[src/rtl/lfs_consts.svh]
`ifndef LFS_CONSTS_SVH
`define LFS_CONSTS_SVH

// register byte offsets
`define LFS_OFF_CTRL 8'h00
`define LFS_OFF_STATUS 8'h04
`define LFS_OFF_EVENT 8'h08
`define LFS_OFF_MASK 8'h0C
`define LFS_OFF_PRIO 8'h10
`define LFS_OFF_PORTMODE 8'h14
`define LFS_OFF_PWM_PER 8'h18
`define LFS_OFF_PWM_DUTY 8'h1C

// reset values
`define LFS_CTRL_RST 2'h1
`define LFS_MASK_RST 6'h2C
`define LFS_PRIO_RST 8'h08
`define LFS_PORTMODE_VAL 8'h07
`define LFS_PWM_DUTY_RST 16'h0C35

// field positions
`define LFS_CTRL_EN 0
`define LFS_CTRL_PWM 1
`define LFS_FLAG_SHORT 0
`define LFS_FLAG_OPEN 1
`define LFS_FLAG_SUPPLY 2
`define LFS_EV_OVR 2
`define LFS_EV_COND 3
`define LFS_EV_TMO 5
`define LFS_PRIO_TMO 3

// timing
`define LFS_CLK_HZ 125000000
`define LFS_PWM_FMAX_HZ 20000
`define LFS_PWM_MIN_CYC ((`LFS_CLK_HZ + `LFS_PWM_FMAX_HZ - 1) / `LFS_PWM_FMAX_HZ)
`define LFS_DEBOUNCE_US 11000
`define LFS_PRESCALE 64
`define LFS_TMR_COUNT 256
`define LFS_TICK_DIV ((`LFS_CLK_HZ / 1000000) * `LFS_DEBOUNCE_US / (`LFS_PRESCALE * `LFS_TMR_COUNT))

`endif

[src/rtl/lfs_pkg.sv]
package lfs_pkg;

	typedef enum logic [1:0] {
		LFS_RUN = 2'b00,
		LFS_FAULT = 2'b01,
		LFS_HALT = 2'b11
	} lfs_mode_t;

	typedef struct packed {
		logic active;
		logic fire;
		logic sw_prev;
		logic [15:0] div;
		logic [6:0] pre;
		logic [8:0] cnt;
	} lfs_dbn_state_t;

	typedef struct packed {
		lfs_mode_t mode;
		logic [2:0] cause;
		logic [1:0] ctrl;
		logic [5:0] ev_pend;
		logic [5:0] ev_mask;
		logic [7:0] ev_prio;
		logic [15:0] pwm_per;
		logic [15:0] pwm_duty;
		logic [15:0] pwm_cnt;
		logic override_act;
		logic dbn_prev;
		logic cond_n;
		logic load_out;
		logic pwm_out;
		logic ok_n;
		logic oc_n;
		logic open_n;
		logic supply_n;
		logic hw_lamp;
		logic inhibit;
		logic [31:0] prdata;
	} lfs_state_t;

endpackage : lfs_pkg

[src/rtl/lfs_top.sv]
// The implementer's own choices: the APB register port and the placing of the registers.
`timescale 1ns/1ps
`include "lfs_consts.svh"


module lfs_top #(
	parameter int ADDR_W = 8,
	parameter int PWM_MIN_CYC = `LFS_PWM_MIN_CYC,
	parameter int TICK_DIV = `LFS_TICK_DIV
) (
	// clock and reset
	input wire logic pclk,
	input wire logic presetn,
	// apb slave
	input wire logic psel,
	input wire logic penable,
	input wire logic pwrite,
	input wire logic [ADDR_W-1:0] paddr,
	input wire logic [31:0] pwdata,
	output logic [31:0] prdata,
	output logic pready,
	output logic pslverr,
	// fault flags: short, open, supply low
	input wire logic [2:0] fault_flag_inputs,
	// override switch, active low
	input wire logic override_switch_in,
	// load and indicators
	output logic load_control_out,
	output logic pwm_load_out,
	output logic condition_event_n,
	output logic ok_lamp_n,
	output logic overcurrent_lamp_n,
	output logic open_lamp_n,
	output logic supply_lamp_n,
	output logic hw_fault_lamp,
	output logic sense_inhibit_out
);

	lfs_pkg::lfs_state_t r_reg;
	lfs_pkg::lfs_state_t r_next;

	logic dbn_active;
	logic dbn_fire;
	logic short_flag_in;
	logic fault_now;
	logic impossible;
	logic setup_ph;
	logic wr_acc;
	logic drive_ok;
	logic [5:0] ev_set;
	logic [5:0] ev_clr;

	function automatic logic hit(input logic [ADDR_W-1:0] a, input logic [7:0] off);
		hit = (a[7:0] == off);
	endfunction : hit

	function automatic logic mapped(input logic [ADDR_W-1:0] a);
		mapped = hit(a, `LFS_OFF_CTRL) || hit(a, `LFS_OFF_STATUS) ||
			hit(a, `LFS_OFF_EVENT) || hit(a, `LFS_OFF_MASK) ||
			hit(a, `LFS_OFF_PRIO) || hit(a, `LFS_OFF_PORTMODE) ||
			hit(a, `LFS_OFF_PWM_PER) || hit(a, `LFS_OFF_PWM_DUTY);
	endfunction : mapped

	function automatic logic [15:0] clamp_per(input logic [31:0] w);
		clamp_per = (w[15:0] < 16'(PWM_MIN_CYC)) ? 16'(PWM_MIN_CYC) : w[15:0];
	endfunction : clamp_per

	lfs_debounce #(
		.TICK_DIV(TICK_DIV),
		.PRESCALE(`LFS_PRESCALE),
		.COUNT(`LFS_TMR_COUNT)
	) u_debounce (
		.pclk(pclk),
		.presetn(presetn),
		.override_switch_in(override_switch_in),
		.active_out(dbn_active),
		.fire_out(dbn_fire)
	);

	assign short_flag_in = fault_flag_inputs[`LFS_FLAG_SHORT];
	assign fault_now = ~(~|fault_flag_inputs);
	assign impossible = short_flag_in && fault_flag_inputs[`LFS_FLAG_OPEN];
	assign setup_ph = psel && !penable;
	assign pready = psel && penable;
	assign pslverr = pready && !mapped(paddr);
	assign wr_acc = pready && pwrite && mapped(paddr);

	always_comb begin
		r_next = r_reg;
		ev_set = 6'h00;
		ev_clr = 6'h00;
		drive_ok = 1'b0;

		// apb writes
		if (wr_acc) begin
			if (hit(paddr, `LFS_OFF_CTRL)) begin
				r_next.ctrl = pwdata[1:0];
			end
			if (hit(paddr, `LFS_OFF_EVENT)) begin
				ev_clr = pwdata[5:0];
			end
			if (hit(paddr, `LFS_OFF_MASK)) begin
				r_next.ev_mask = pwdata[5:0];
			end
			if (hit(paddr, `LFS_OFF_PRIO)) begin
				r_next.ev_prio = pwdata[7:0];
			end
			if (hit(paddr, `LFS_OFF_PWM_PER)) begin
				r_next.pwm_per = clamp_per(pwdata);
			end
			if (hit(paddr, `LFS_OFF_PWM_DUTY)) begin
				r_next.pwm_duty = pwdata[15:0];
			end
		end

		// condition handling
		r_next.cond_n = !fault_now;
		unique case (r_reg.mode)
			lfs_pkg::LFS_RUN: begin
				if (fault_now) begin
					r_next.cause = fault_flag_inputs;
					r_next.mode = impossible ? lfs_pkg::LFS_HALT : lfs_pkg::LFS_FAULT;
				end
			end
			lfs_pkg::LFS_FAULT: begin
				r_next.cause = fault_flag_inputs;
				if (!fault_now) begin
					r_next.mode = lfs_pkg::LFS_RUN;
				end else if (impossible) begin
					r_next.mode = lfs_pkg::LFS_HALT;
				end
			end
			lfs_pkg::LFS_HALT: begin
				if (!fault_now) begin
					r_next.mode = lfs_pkg::LFS_RUN;
				end
			end
			default: begin
				r_next.mode = lfs_pkg::LFS_HALT;
			end
		endcase

		// override
		if (override_switch_in) begin
			r_next.override_act = 1'b0;
		end else if (dbn_fire && r_reg.ev_mask[`LFS_EV_TMO]) begin
			r_next.override_act = 1'b1;
		end
		r_next.dbn_prev = dbn_active;

		// events, set wins over clear
		ev_set[`LFS_EV_OVR] = dbn_active && !r_reg.dbn_prev;
		ev_set[`LFS_EV_COND] = r_reg.cond_n && fault_now;
		ev_set[`LFS_EV_TMO] = dbn_fire;
		r_next.ev_pend = (r_reg.ev_pend & ~ev_clr) | (ev_set & r_reg.ev_mask);

		// drive and lamps
		drive_ok = (r_next.mode == lfs_pkg::LFS_RUN) ||
			(r_next.mode == lfs_pkg::LFS_FAULT && r_next.override_act &&
			r_reg.ev_prio[`LFS_PRIO_TMO]);
		drive_ok = drive_ok && r_reg.ctrl[`LFS_CTRL_EN];
		r_next.load_out = drive_ok && !r_reg.ctrl[`LFS_CTRL_PWM];
		if (r_reg.pwm_cnt >= r_reg.pwm_per - 16'h0001) begin
			r_next.pwm_cnt = 16'h0000;
		end else begin
			r_next.pwm_cnt = r_reg.pwm_cnt + 16'h0001;
		end
		r_next.pwm_out = drive_ok && r_reg.ctrl[`LFS_CTRL_PWM] &&
			(r_reg.pwm_cnt < r_reg.pwm_duty);
		r_next.ok_n = (r_next.mode != lfs_pkg::LFS_RUN);
		r_next.oc_n = !(r_next.mode == lfs_pkg::LFS_FAULT &&
			r_next.cause[`LFS_FLAG_SHORT]);
		r_next.open_n = !(r_next.mode == lfs_pkg::LFS_FAULT &&
			r_next.cause[`LFS_FLAG_OPEN]);
		r_next.supply_n = !(r_next.mode == lfs_pkg::LFS_FAULT &&
			r_next.cause[`LFS_FLAG_SUPPLY]);
		r_next.hw_lamp = (r_next.mode == lfs_pkg::LFS_HALT);
		r_next.inhibit = r_next.override_act;

		// read data captured in setup phase
		if (setup_ph) begin
			r_next.prdata = 32'h0000_0000;
			if (hit(paddr, `LFS_OFF_CTRL)) begin
				r_next.prdata[1:0] = r_reg.ctrl;
			end
			if (hit(paddr, `LFS_OFF_STATUS)) begin
				r_next.prdata[7:0] = {r_reg.cond_n, dbn_active, r_reg.override_act,
					r_reg.mode, fault_flag_inputs};
			end
			if (hit(paddr, `LFS_OFF_EVENT)) begin
				r_next.prdata[5:0] = r_reg.ev_pend;
			end
			if (hit(paddr, `LFS_OFF_MASK)) begin
				r_next.prdata[5:0] = r_reg.ev_mask;
			end
			if (hit(paddr, `LFS_OFF_PRIO)) begin
				r_next.prdata[7:0] = r_reg.ev_prio;
			end
			if (hit(paddr, `LFS_OFF_PORTMODE)) begin
				r_next.prdata[7:0] = `LFS_PORTMODE_VAL;
			end
			if (hit(paddr, `LFS_OFF_PWM_PER)) begin
				r_next.prdata[15:0] = r_reg.pwm_per;
			end
			if (hit(paddr, `LFS_OFF_PWM_DUTY)) begin
				r_next.prdata[15:0] = r_reg.pwm_duty;
			end
		end
	end

	always_ff @(posedge pclk or negedge presetn) begin
		if (!presetn) begin
			r_reg <= '{
				mode: lfs_pkg::LFS_RUN,
				cause: 3'h0,
				ctrl: `LFS_CTRL_RST,
				ev_pend: 6'h00,
				ev_mask: `LFS_MASK_RST,
				ev_prio: `LFS_PRIO_RST,
				pwm_per: 16'(PWM_MIN_CYC),
				pwm_duty: `LFS_PWM_DUTY_RST,
				pwm_cnt: 16'h0000,
				override_act: 1'b0,
				dbn_prev: 1'b0,
				cond_n: 1'b1,
				load_out: 1'b0,
				pwm_out: 1'b0,
				ok_n: 1'b1,
				oc_n: 1'b1,
				open_n: 1'b1,
				supply_n: 1'b1,
				hw_lamp: 1'b0,
				inhibit: 1'b0,
				prdata: 32'h0000_0000
			};
		end else begin
			r_reg <= r_next;
		end
	end

	// outputs, pin directions fixed
	assign prdata = r_reg.prdata;
	assign load_control_out = r_reg.load_out;
	assign pwm_load_out = r_reg.pwm_out;
	assign condition_event_n = r_reg.cond_n;
	assign ok_lamp_n = r_reg.ok_n;
	assign overcurrent_lamp_n = r_reg.oc_n;
	assign open_lamp_n = r_reg.open_n;
	assign supply_lamp_n = r_reg.supply_n;
	assign hw_fault_lamp = r_reg.hw_lamp;
	assign sense_inhibit_out = r_reg.inhibit;

	// checks
	nor_event_a: assert property (@(posedge pclk) disable iff (!presetn)
		(|fault_flag_inputs) |=> !condition_event_n)
		else $error("condition event not low after a flag");
	fault_withdraw_a: assert property (@(posedge pclk) disable iff (!presetn)
		(|fault_flag_inputs) && !r_reg.override_act && override_switch_in
		|=> !load_control_out && !pwm_load_out)
		else $error("load drive kept during a fault");
	no_fault_drive_a: assert property (@(posedge pclk) disable iff (!presetn)
		!(|fault_flag_inputs) && r_reg.mode != lfs_pkg::LFS_FAULT
		&& r_reg.ctrl == 2'h1 |=> load_control_out && !ok_lamp_n)
		else $error("no drive or ok lamp without a fault");
	short_lamp_a: assert property (@(posedge pclk) disable iff (!presetn)
		short_flag_in && !fault_flag_inputs[`LFS_FLAG_OPEN] && r_reg.mode != lfs_pkg::LFS_HALT
		|=> !overcurrent_lamp_n && ok_lamp_n)
		else $error("short did not light overcurrent lamp");
	recover_path_a: assert property (@(posedge pclk) disable iff (!presetn)
		r_reg.mode == lfs_pkg::LFS_FAULT ##1 !(|fault_flag_inputs)
		|=> !ok_lamp_n && overcurrent_lamp_n)
		else $error("lamps not restored after fault cleared");
	hw_halt_a: assert property (@(posedge pclk) disable iff (!presetn)
		impossible |=> hw_fault_lamp && !load_control_out && ok_lamp_n)
		else $error("impossible flags did not halt");
	inhibit_cause_a: assert property (@(posedge pclk) disable iff (!presetn)
		$rose(sense_inhibit_out) |-> $past(dbn_fire) && !$past(override_switch_in))
		else $error("sense inhibit rose without debounce timeout");
	pwm_period_a: assert property (@(posedge pclk) disable iff (!presetn)
		r_reg.pwm_per >= 16'(PWM_MIN_CYC))
		else $error("pwm period below minimum");
	apb_resp_a: assert property (@(posedge pclk) disable iff (!presetn)
		pslverr |-> pready && psel && penable)
		else $error("error response outside access phase");

endmodule : lfs_top

[src/rtl/lfs_debounce.sv]
`timescale 1ns/1ps
`include "lfs_consts.svh"

module lfs_debounce #(
	parameter int TICK_DIV = `LFS_TICK_DIV,
	parameter int PRESCALE = `LFS_PRESCALE,
	parameter int COUNT = `LFS_TMR_COUNT
) (
	// clock and reset
	input wire logic pclk,
	input wire logic presetn,
	// switch, active low
	input wire logic override_switch_in,
	// timer state
	output logic active_out,
	output logic fire_out
);

	lfs_pkg::lfs_dbn_state_t r_reg;
	lfs_pkg::lfs_dbn_state_t r_next;

	always_comb begin
		r_next = r_reg;
		r_next.sw_prev = override_switch_in;
		r_next.fire = 1'b0;
		if (!r_reg.active) begin
			if (r_reg.sw_prev && !override_switch_in) begin
				r_next.active = 1'b1;
				r_next.div = 16'h0000;
				r_next.pre = 7'h00;
				r_next.cnt = 9'h000;
			end
		end else if (override_switch_in) begin
			r_next.active = 1'b0;
		end else if (r_reg.div == 16'(TICK_DIV - 1)) begin
			r_next.div = 16'h0000;
			if (r_reg.pre == 7'(PRESCALE - 1)) begin
				r_next.pre = 7'h00;
				if (r_reg.cnt == 9'(COUNT - 1)) begin
					r_next.active = 1'b0;
					r_next.fire = 1'b1;
				end else begin
					r_next.cnt = r_reg.cnt + 9'h001;
				end
			end else begin
				r_next.pre = r_reg.pre + 7'h01;
			end
		end else begin
			r_next.div = r_reg.div + 16'h0001;
		end
	end

	always_ff @(posedge pclk or negedge presetn) begin
		if (!presetn) begin
			r_reg <= '{active: 1'b0, fire: 1'b0, sw_prev: 1'b1, div: 16'h0000,
				pre: 7'h00, cnt: 9'h000};
		end else begin
			r_reg <= r_next;
		end
	end

	assign active_out = r_reg.active;
	assign fire_out = r_reg.fire;

	fire_cause_a: assert property (@(posedge pclk) disable iff (!presetn)
		fire_out |-> $past(active_out) && !$past(override_switch_in) && !active_out)
		else $error("timeout fired without a held switch");
	cancel_path_a: assert property (@(posedge pclk) disable iff (!presetn)
		active_out && override_switch_in |=> !active_out && !fire_out)
		else $error("released switch did not cancel debounce");

endmodule : lfs_debounce

[config.mk]
export PLATFORM = sky130hd
export DESIGN_NAME = lfs_top
export DESIGN_NICKNAME = d
export VERILOG_FILES = /design/src/rtl/lfs_pkg.sv /design/src/rtl/lfs_top.sv /design/src/rtl/lfs_debounce.sv
export VERILOG_INCLUDE_DIRS = /design/src /design/src/rtl
export SDC_FILE = /design/constraint.sdc
export NUM_CORES = 1
export LEC_CHECK = 0
export ABC_AREA = 0
export BUFFER_PORTS_ARGS = -buffer_cell sky130_fd_sc_hd__buf_2
export CELL_PAD_IN_SITES_DETAIL_PLACEMENT = 1
export CELL_PAD_IN_SITES_GLOBAL_PLACEMENT = 1
export CORE_ASPECT_RATIO = 2
export CORE_UTILIZATION = 46
export CTS_CLUSTER_DIAMETER = 40
export DETAILED_ROUTE_END_ITERATION = 6
export HOLD_SLACK_MARGIN = 0.12
export PLACE_DENSITY_LB_ADDON = 0.1
export SLEW_MARGIN = 20
export SYNTH_ARGS = -nofsm -noshare
export SYNTH_HDL_FRONTEND = slang
export SYNTH_SLANG_ARGS = --single-unit
[constraint.sdc]
create_clock -name pclk -period 4.4 [get_ports pclk]
set_input_delay 0 -clock pclk [delete_from_list [all_inputs] [get_ports pclk]]
set_output_delay 0 -clock pclk [all_outputs]
set_load 0.02 [all_outputs]
# ---- Word level (Yosys, flattened, before mapping)
# Cells that the tools add are included.
dict set report totals {
  regBits 136
  out_inout_bits 43
  inputBits 49
}
dict set report classes {
  magnitude_cmp 3
  n_bitwise 4
  addsub 5
  n_mux 37
  n_reduce_logical 50
  eq_ne 18
}
# operator n
set ops {}
lappend ops {{16-bit two-way mux} 6}
lappend ops {{32-bit two-way mux} 3}
lappend ops {{16-bit by 1-bit adder with 16-bit output, second input constant} 2}
lappend ops {{8-bit by 5-bit equality test with 1-bit output, second input constant} 4}
lappend ops {{6-bit two-way mux} 4}
lappend ops {{8-bit two-way mux} 3}
lappend ops {{1-bit logical AND} 19}
lappend ops {{9-bit two-way mux} 2}
lappend ops {{16-bit by 7-bit equality test with 1-bit output, second input constant} 1}
lappend ops {{8-bit by 4-bit equality test with 1-bit output, second input constant} 2}
lappend ops {{16-bit greater-or-equal comparator} 1}
lappend ops {{16-bit by 13-bit less-than comparator with 1-bit output, second input constant} 1}
lappend ops {{16-bit less-than comparator} 1}
lappend ops {{2-bit two-way mux} 8}
lappend ops {{16-bit by 1-bit subtractor with 16-bit output, second input constant} 1}
lappend ops {{6-bit bitwise AND} 2}
lappend ops {{2-bit AND reduction} 6}
lappend ops {{9-bit by 1-bit adder with 9-bit output, second input constant} 1}
lappend ops {{9-bit by 8-bit equality test with 1-bit output, second input constant} 1}
lappend ops {{1-bit zero test} 9}
lappend ops {{8-bit by 3-bit equality test with 1-bit output, second input constant} 1}
lappend ops {{8-bit zero test} 1}
lappend ops {{1-bit logical OR} 8}
lappend ops {{2-bit inequality test, second input constant} 4}
lappend ops {{other kinds (16)} 26}

# ---- Depth between registers and ports, before layout
dict set report depth {
  word_depth 13
  mapped_depth 13
  depth_no_buf 12
}

# ---- By module
# A second synthesis with hierarchy kept.
dict set report hier_totals {
  hier_cells 844
  hier_area_um2 7963.9
}
# mod instances seq_area_each_um2 cells_each area_each_um2
set by_module_without_submodules {}
lappend by_module_without_submodules {lfs_top 1 2555.0 611 5815.6}
lappend by_module_without_submodules {lfs_debounce 1 877.1 233 2148.3}

# ---- Worst setup path after synthesis
# No wires, ideal clock.
dict set report synth_timing {
  kind {register to register}
  startpoint {register r_reg[82] (netlist name)}
  endpoint {register r_reg[49] (netlist name)}
  path_buffers 1
  stages_incl_launch_ff 12
  setup_slack_ps 1265
  setup_ps 132
  arrival_ps 3004
  cell_sequence {dfrtp_1 > or3_1 > nor4_2 > or3b_1 > xor2_1 > ha_1 > nand2_1 > o21ai_0 > nor3_1 > a31oi_1 > clkbuf_1 > nor2_1}
}
# item line_no
set synth_rtl {}
lappend synth_rtl {{from (decl)} lfs_top.sv:39} ;# lfs_pkg::lfs_state_t r_reg;
lappend synth_rtl {{from (signal assigned)} lfs_top.sv:213} ;# r_reg <= '{
lappend synth_rtl {{from (signal assigned)} lfs_top.sv:237} ;# r_reg <= r_next;

==> flow_summary.json <==
{
  "nNetsFinal": 944,
  "numCtsBuffers": 17,
  "finalSetupViolations": 0,
  "ys_seq_elements": 136,
  "area_growth_pct": 14.1,
  "min_period_over_period_pct": 72.3,
  "synth_area_sq_um": 7710,
  "drtPass1Iterations": 4,
  "post-route-min-period_ps": 3180,
  "num_rows": 66,
  "pin_count": 92,
  "fin_ws_ps": 1220,
  "required_ps": 4710,
  "clockRootBuffer": "clkbuf_16",
  "gr-usage-met1_pct": 26.3,
  "grt.overflow.total": 0,
  "syn-instance-count": 793,
  "final_hold_viol_count": 0,
  "dpl.hpwl_um": 17100,
  "dieWidth_um": 93.5,
  "crit_type": "reg -> reg",
  "finClkSkew_ps": 6.25,
  "yosysWarnings": 0,
  "end_kind": "flip-flop",
  "r2r_slack_ps": 1220,
  "wl_per_cell_um": 21.2,
  "rsz0062_at_grt": "false",
  "status": "finished clean",
  "grt_pass1_wl_um": 36100,
  "busiest_layer": "met2",
  "ys_async_sr_fraction_pct": 100,
  "min_to": "prdata[7]",
  "power_density_nw_per_um2": 353,
  "min_path_type": "in -> reg",
  "antennaDiodeCount": 0,
  "core_area_sq_um": 16400,
  "tightest_slew_ps": 963,
  "cts_max_path_buffers": 2,
  "grt_pass1_vias": 6890,
  "routabilityCongestion": 0.843,
  "htree_levels": 4,
  "yosysSeqAreaShare_pct": 44.5,
  "post_synth.cell_area_avg_sq_um": 9.72,
  "vias": 6229,
  "postCtsHoldBufs": 24,
  "grt_antenna_before_repair": 0,
  "cts_tree": "done",
  "port_buffers": 59,
  "p_leak_nw": 4.00,
  "timing.fmax_ghz": 0.314,
  "synth.distinct_cells": 75,
  "grt_max_degree": 98,
  "cp-start-kind": "flip-flop",
  "use_met3_pct": 3.41,
  "drv_cap": 0,
  "yosys_most_used_dff": "dfrtp_1",
  "r2r_cells": 12,
  "r2r-end": "r_reg[47]",
  "hold_depth": 4,
  "fp.dieH_um": 185,
  "drc": 0,
  "die_area_sq_um": 17300,
  "initial_core_util_pct": 47.1,
  "clock-sinks": 136,
  "drv_slew": 0,
  "wl_um": 22800,
  "dr.first_iter.drc_count": 203,
  "pre_cts_ws_ps": 1230,
  "postRouteAntennaNets": 0,
  "cts_setup_buffers": 0,
  "layout_commonest_cell": "dfrtp_1",
  "relSlewSlack_pct": 35.8,
  "grt_use_met2_pct": 55.9,
  "worstHoldStart": "penable",
  "ir_drop_mv": 0.266,
  "worstReg2RegStart": "r_reg[79]",
  "post_cts_resized": 0,
  "clk_pin_slew_ps": 60,
  "critPathMaxFanout": 16,
  "viasPerCell": 5.80,
  "largest_register_ffs": 76,
  "final.setup.tns_ps": 0,
  "critPathArrivalTime_ps": 3490,
  "synth_edf_count": 0,
  "grt_usage_pct": 28.2,
  "final_cell_mix": "113 x dfrtp_1, 89 x nand2_1, 58 x o21ai_0, 58 x buf_2, 51 x nor2_1",
  "clock_latency_ps": 430,
  "drive_gt1_share_pct": 18.7
}
==> logic make-up (layout without fill, tap and decap cells) <==
kind of cell               count (synthesis)  after routing  share of synthesized area (%)
xor gates and xnor gates                  35             35                           3.98
other                                      1             16                         0.0486
DFF                                      136            136                           44.5
AOI/OAI and AO/OA                        177            177                           14.9
adders and majority gates                 38             38                           6.17
and+or+nand+nor                          275            275                           18.6
muxes                                     36             36                           5.45
buffers and inverters                     95            157                           6.40
==> worst max-delay path, stage by stage, from the launching register on <==
cell	delay (ps)
dfrtp_1	440
nor4_1	370
nand2_1	170
nor4_2	290
or3b_1	400
xor2_1	160
ha_1	300
nand2_1	60
o21ai_0	240
nor3_1	90
a31oi_1	200
buf_4	240
nor2_1	90
==> worst max-delay path by stage <==
stage | slack [ps] | from | cells after the start | end
2_1_floorplan | 1260 | r_reg[82] | 11 | r_reg[49]
3_3_place_gp | 1330 | r_reg[79] | 12 | r_reg[47]
3_5_place_dp | 1230 | r_reg[79] | 12 | r_reg[47]
4_1_cts | 1210 | r_reg[79] | 12 | r_reg[47]
5_1_grt | 1010 | r_reg[79] | 12 | r_reg[47]
6_report | 1220 | r_reg[79] | 12 | r_reg[47]
==> stage by stage <==
stage | hold WS [ps] | std cells | area (sq um) | utilization, % | total power (W)
2_1_floorplan | -296 | 808 | 7760 | - | 0.00161
3_3_place_gp | 146 | 1018 | 8000 | 48.9 | 0.00173
3_5_place_dp | 171 | 1018 | 8000 | 48.9 | 0.00175
4_1_cts | 142 | 1074 | 8800 | 53.8 | 0.00314
5_1_grt | 175 | 1074 | 8800 | 53.8 | 0.00323
6_report | 145 | 1074 | 8800 | 53.8 | 0.00310
==> where the power goes <==
group	leakage, nW	switching, W	internal [W]	total (W)
logic	1.98	0.000238	0.000134	0.000372
registers	1.76	0.0000667	0.00131	0.00137
clock network	0.264	0.000557	0.000802	0.00136
==> cell usage after synthesis (14+ instances only) <==
master / instances / share of area [%]
a21oi_1: 32 / 2.1
a22oi_1: 15 / 1.5
buf_4: 32 / 3.1
clkbuf_1: 14 / 0.68
dfrtp_1: 113 / 37
dfstp_2: 23 / 7.8
ha_1: 38 / 6.2
inv_1: 39 / 1.9
mux2_2: 24 / 3.5
nand2_1: 89 / 4.3
nand3_1: 31 / 2.0
nor2_1: 51 / 2.5
nor3_1: 22 / 1.4
o21ai_0: 58 / 3.8
xnor2_1: 18 / 2.0
xor2_1: 17 / 1.9
==> metal layers <==
metal  routed length, um  vias to the layer above
li1                    -                     2913
met1                7660                     3131
met2               13400                      125
met3                 430                       60
met4                1260                        0
met5                   0                        -
==> area by class of cell <==
cell class                      count  area, sq um
Clock buffer                       20          457
Clock inverter                     12          101
Fill cell                        1868         7550
Inverter                           39          146
Multi-Input combinational cell    577         3840
Sequential cell                   136         3430
Tap cell                          204          255
Timing Repair Buffer               86          564
Note: power is estimated with default switching activity, not from simulation.
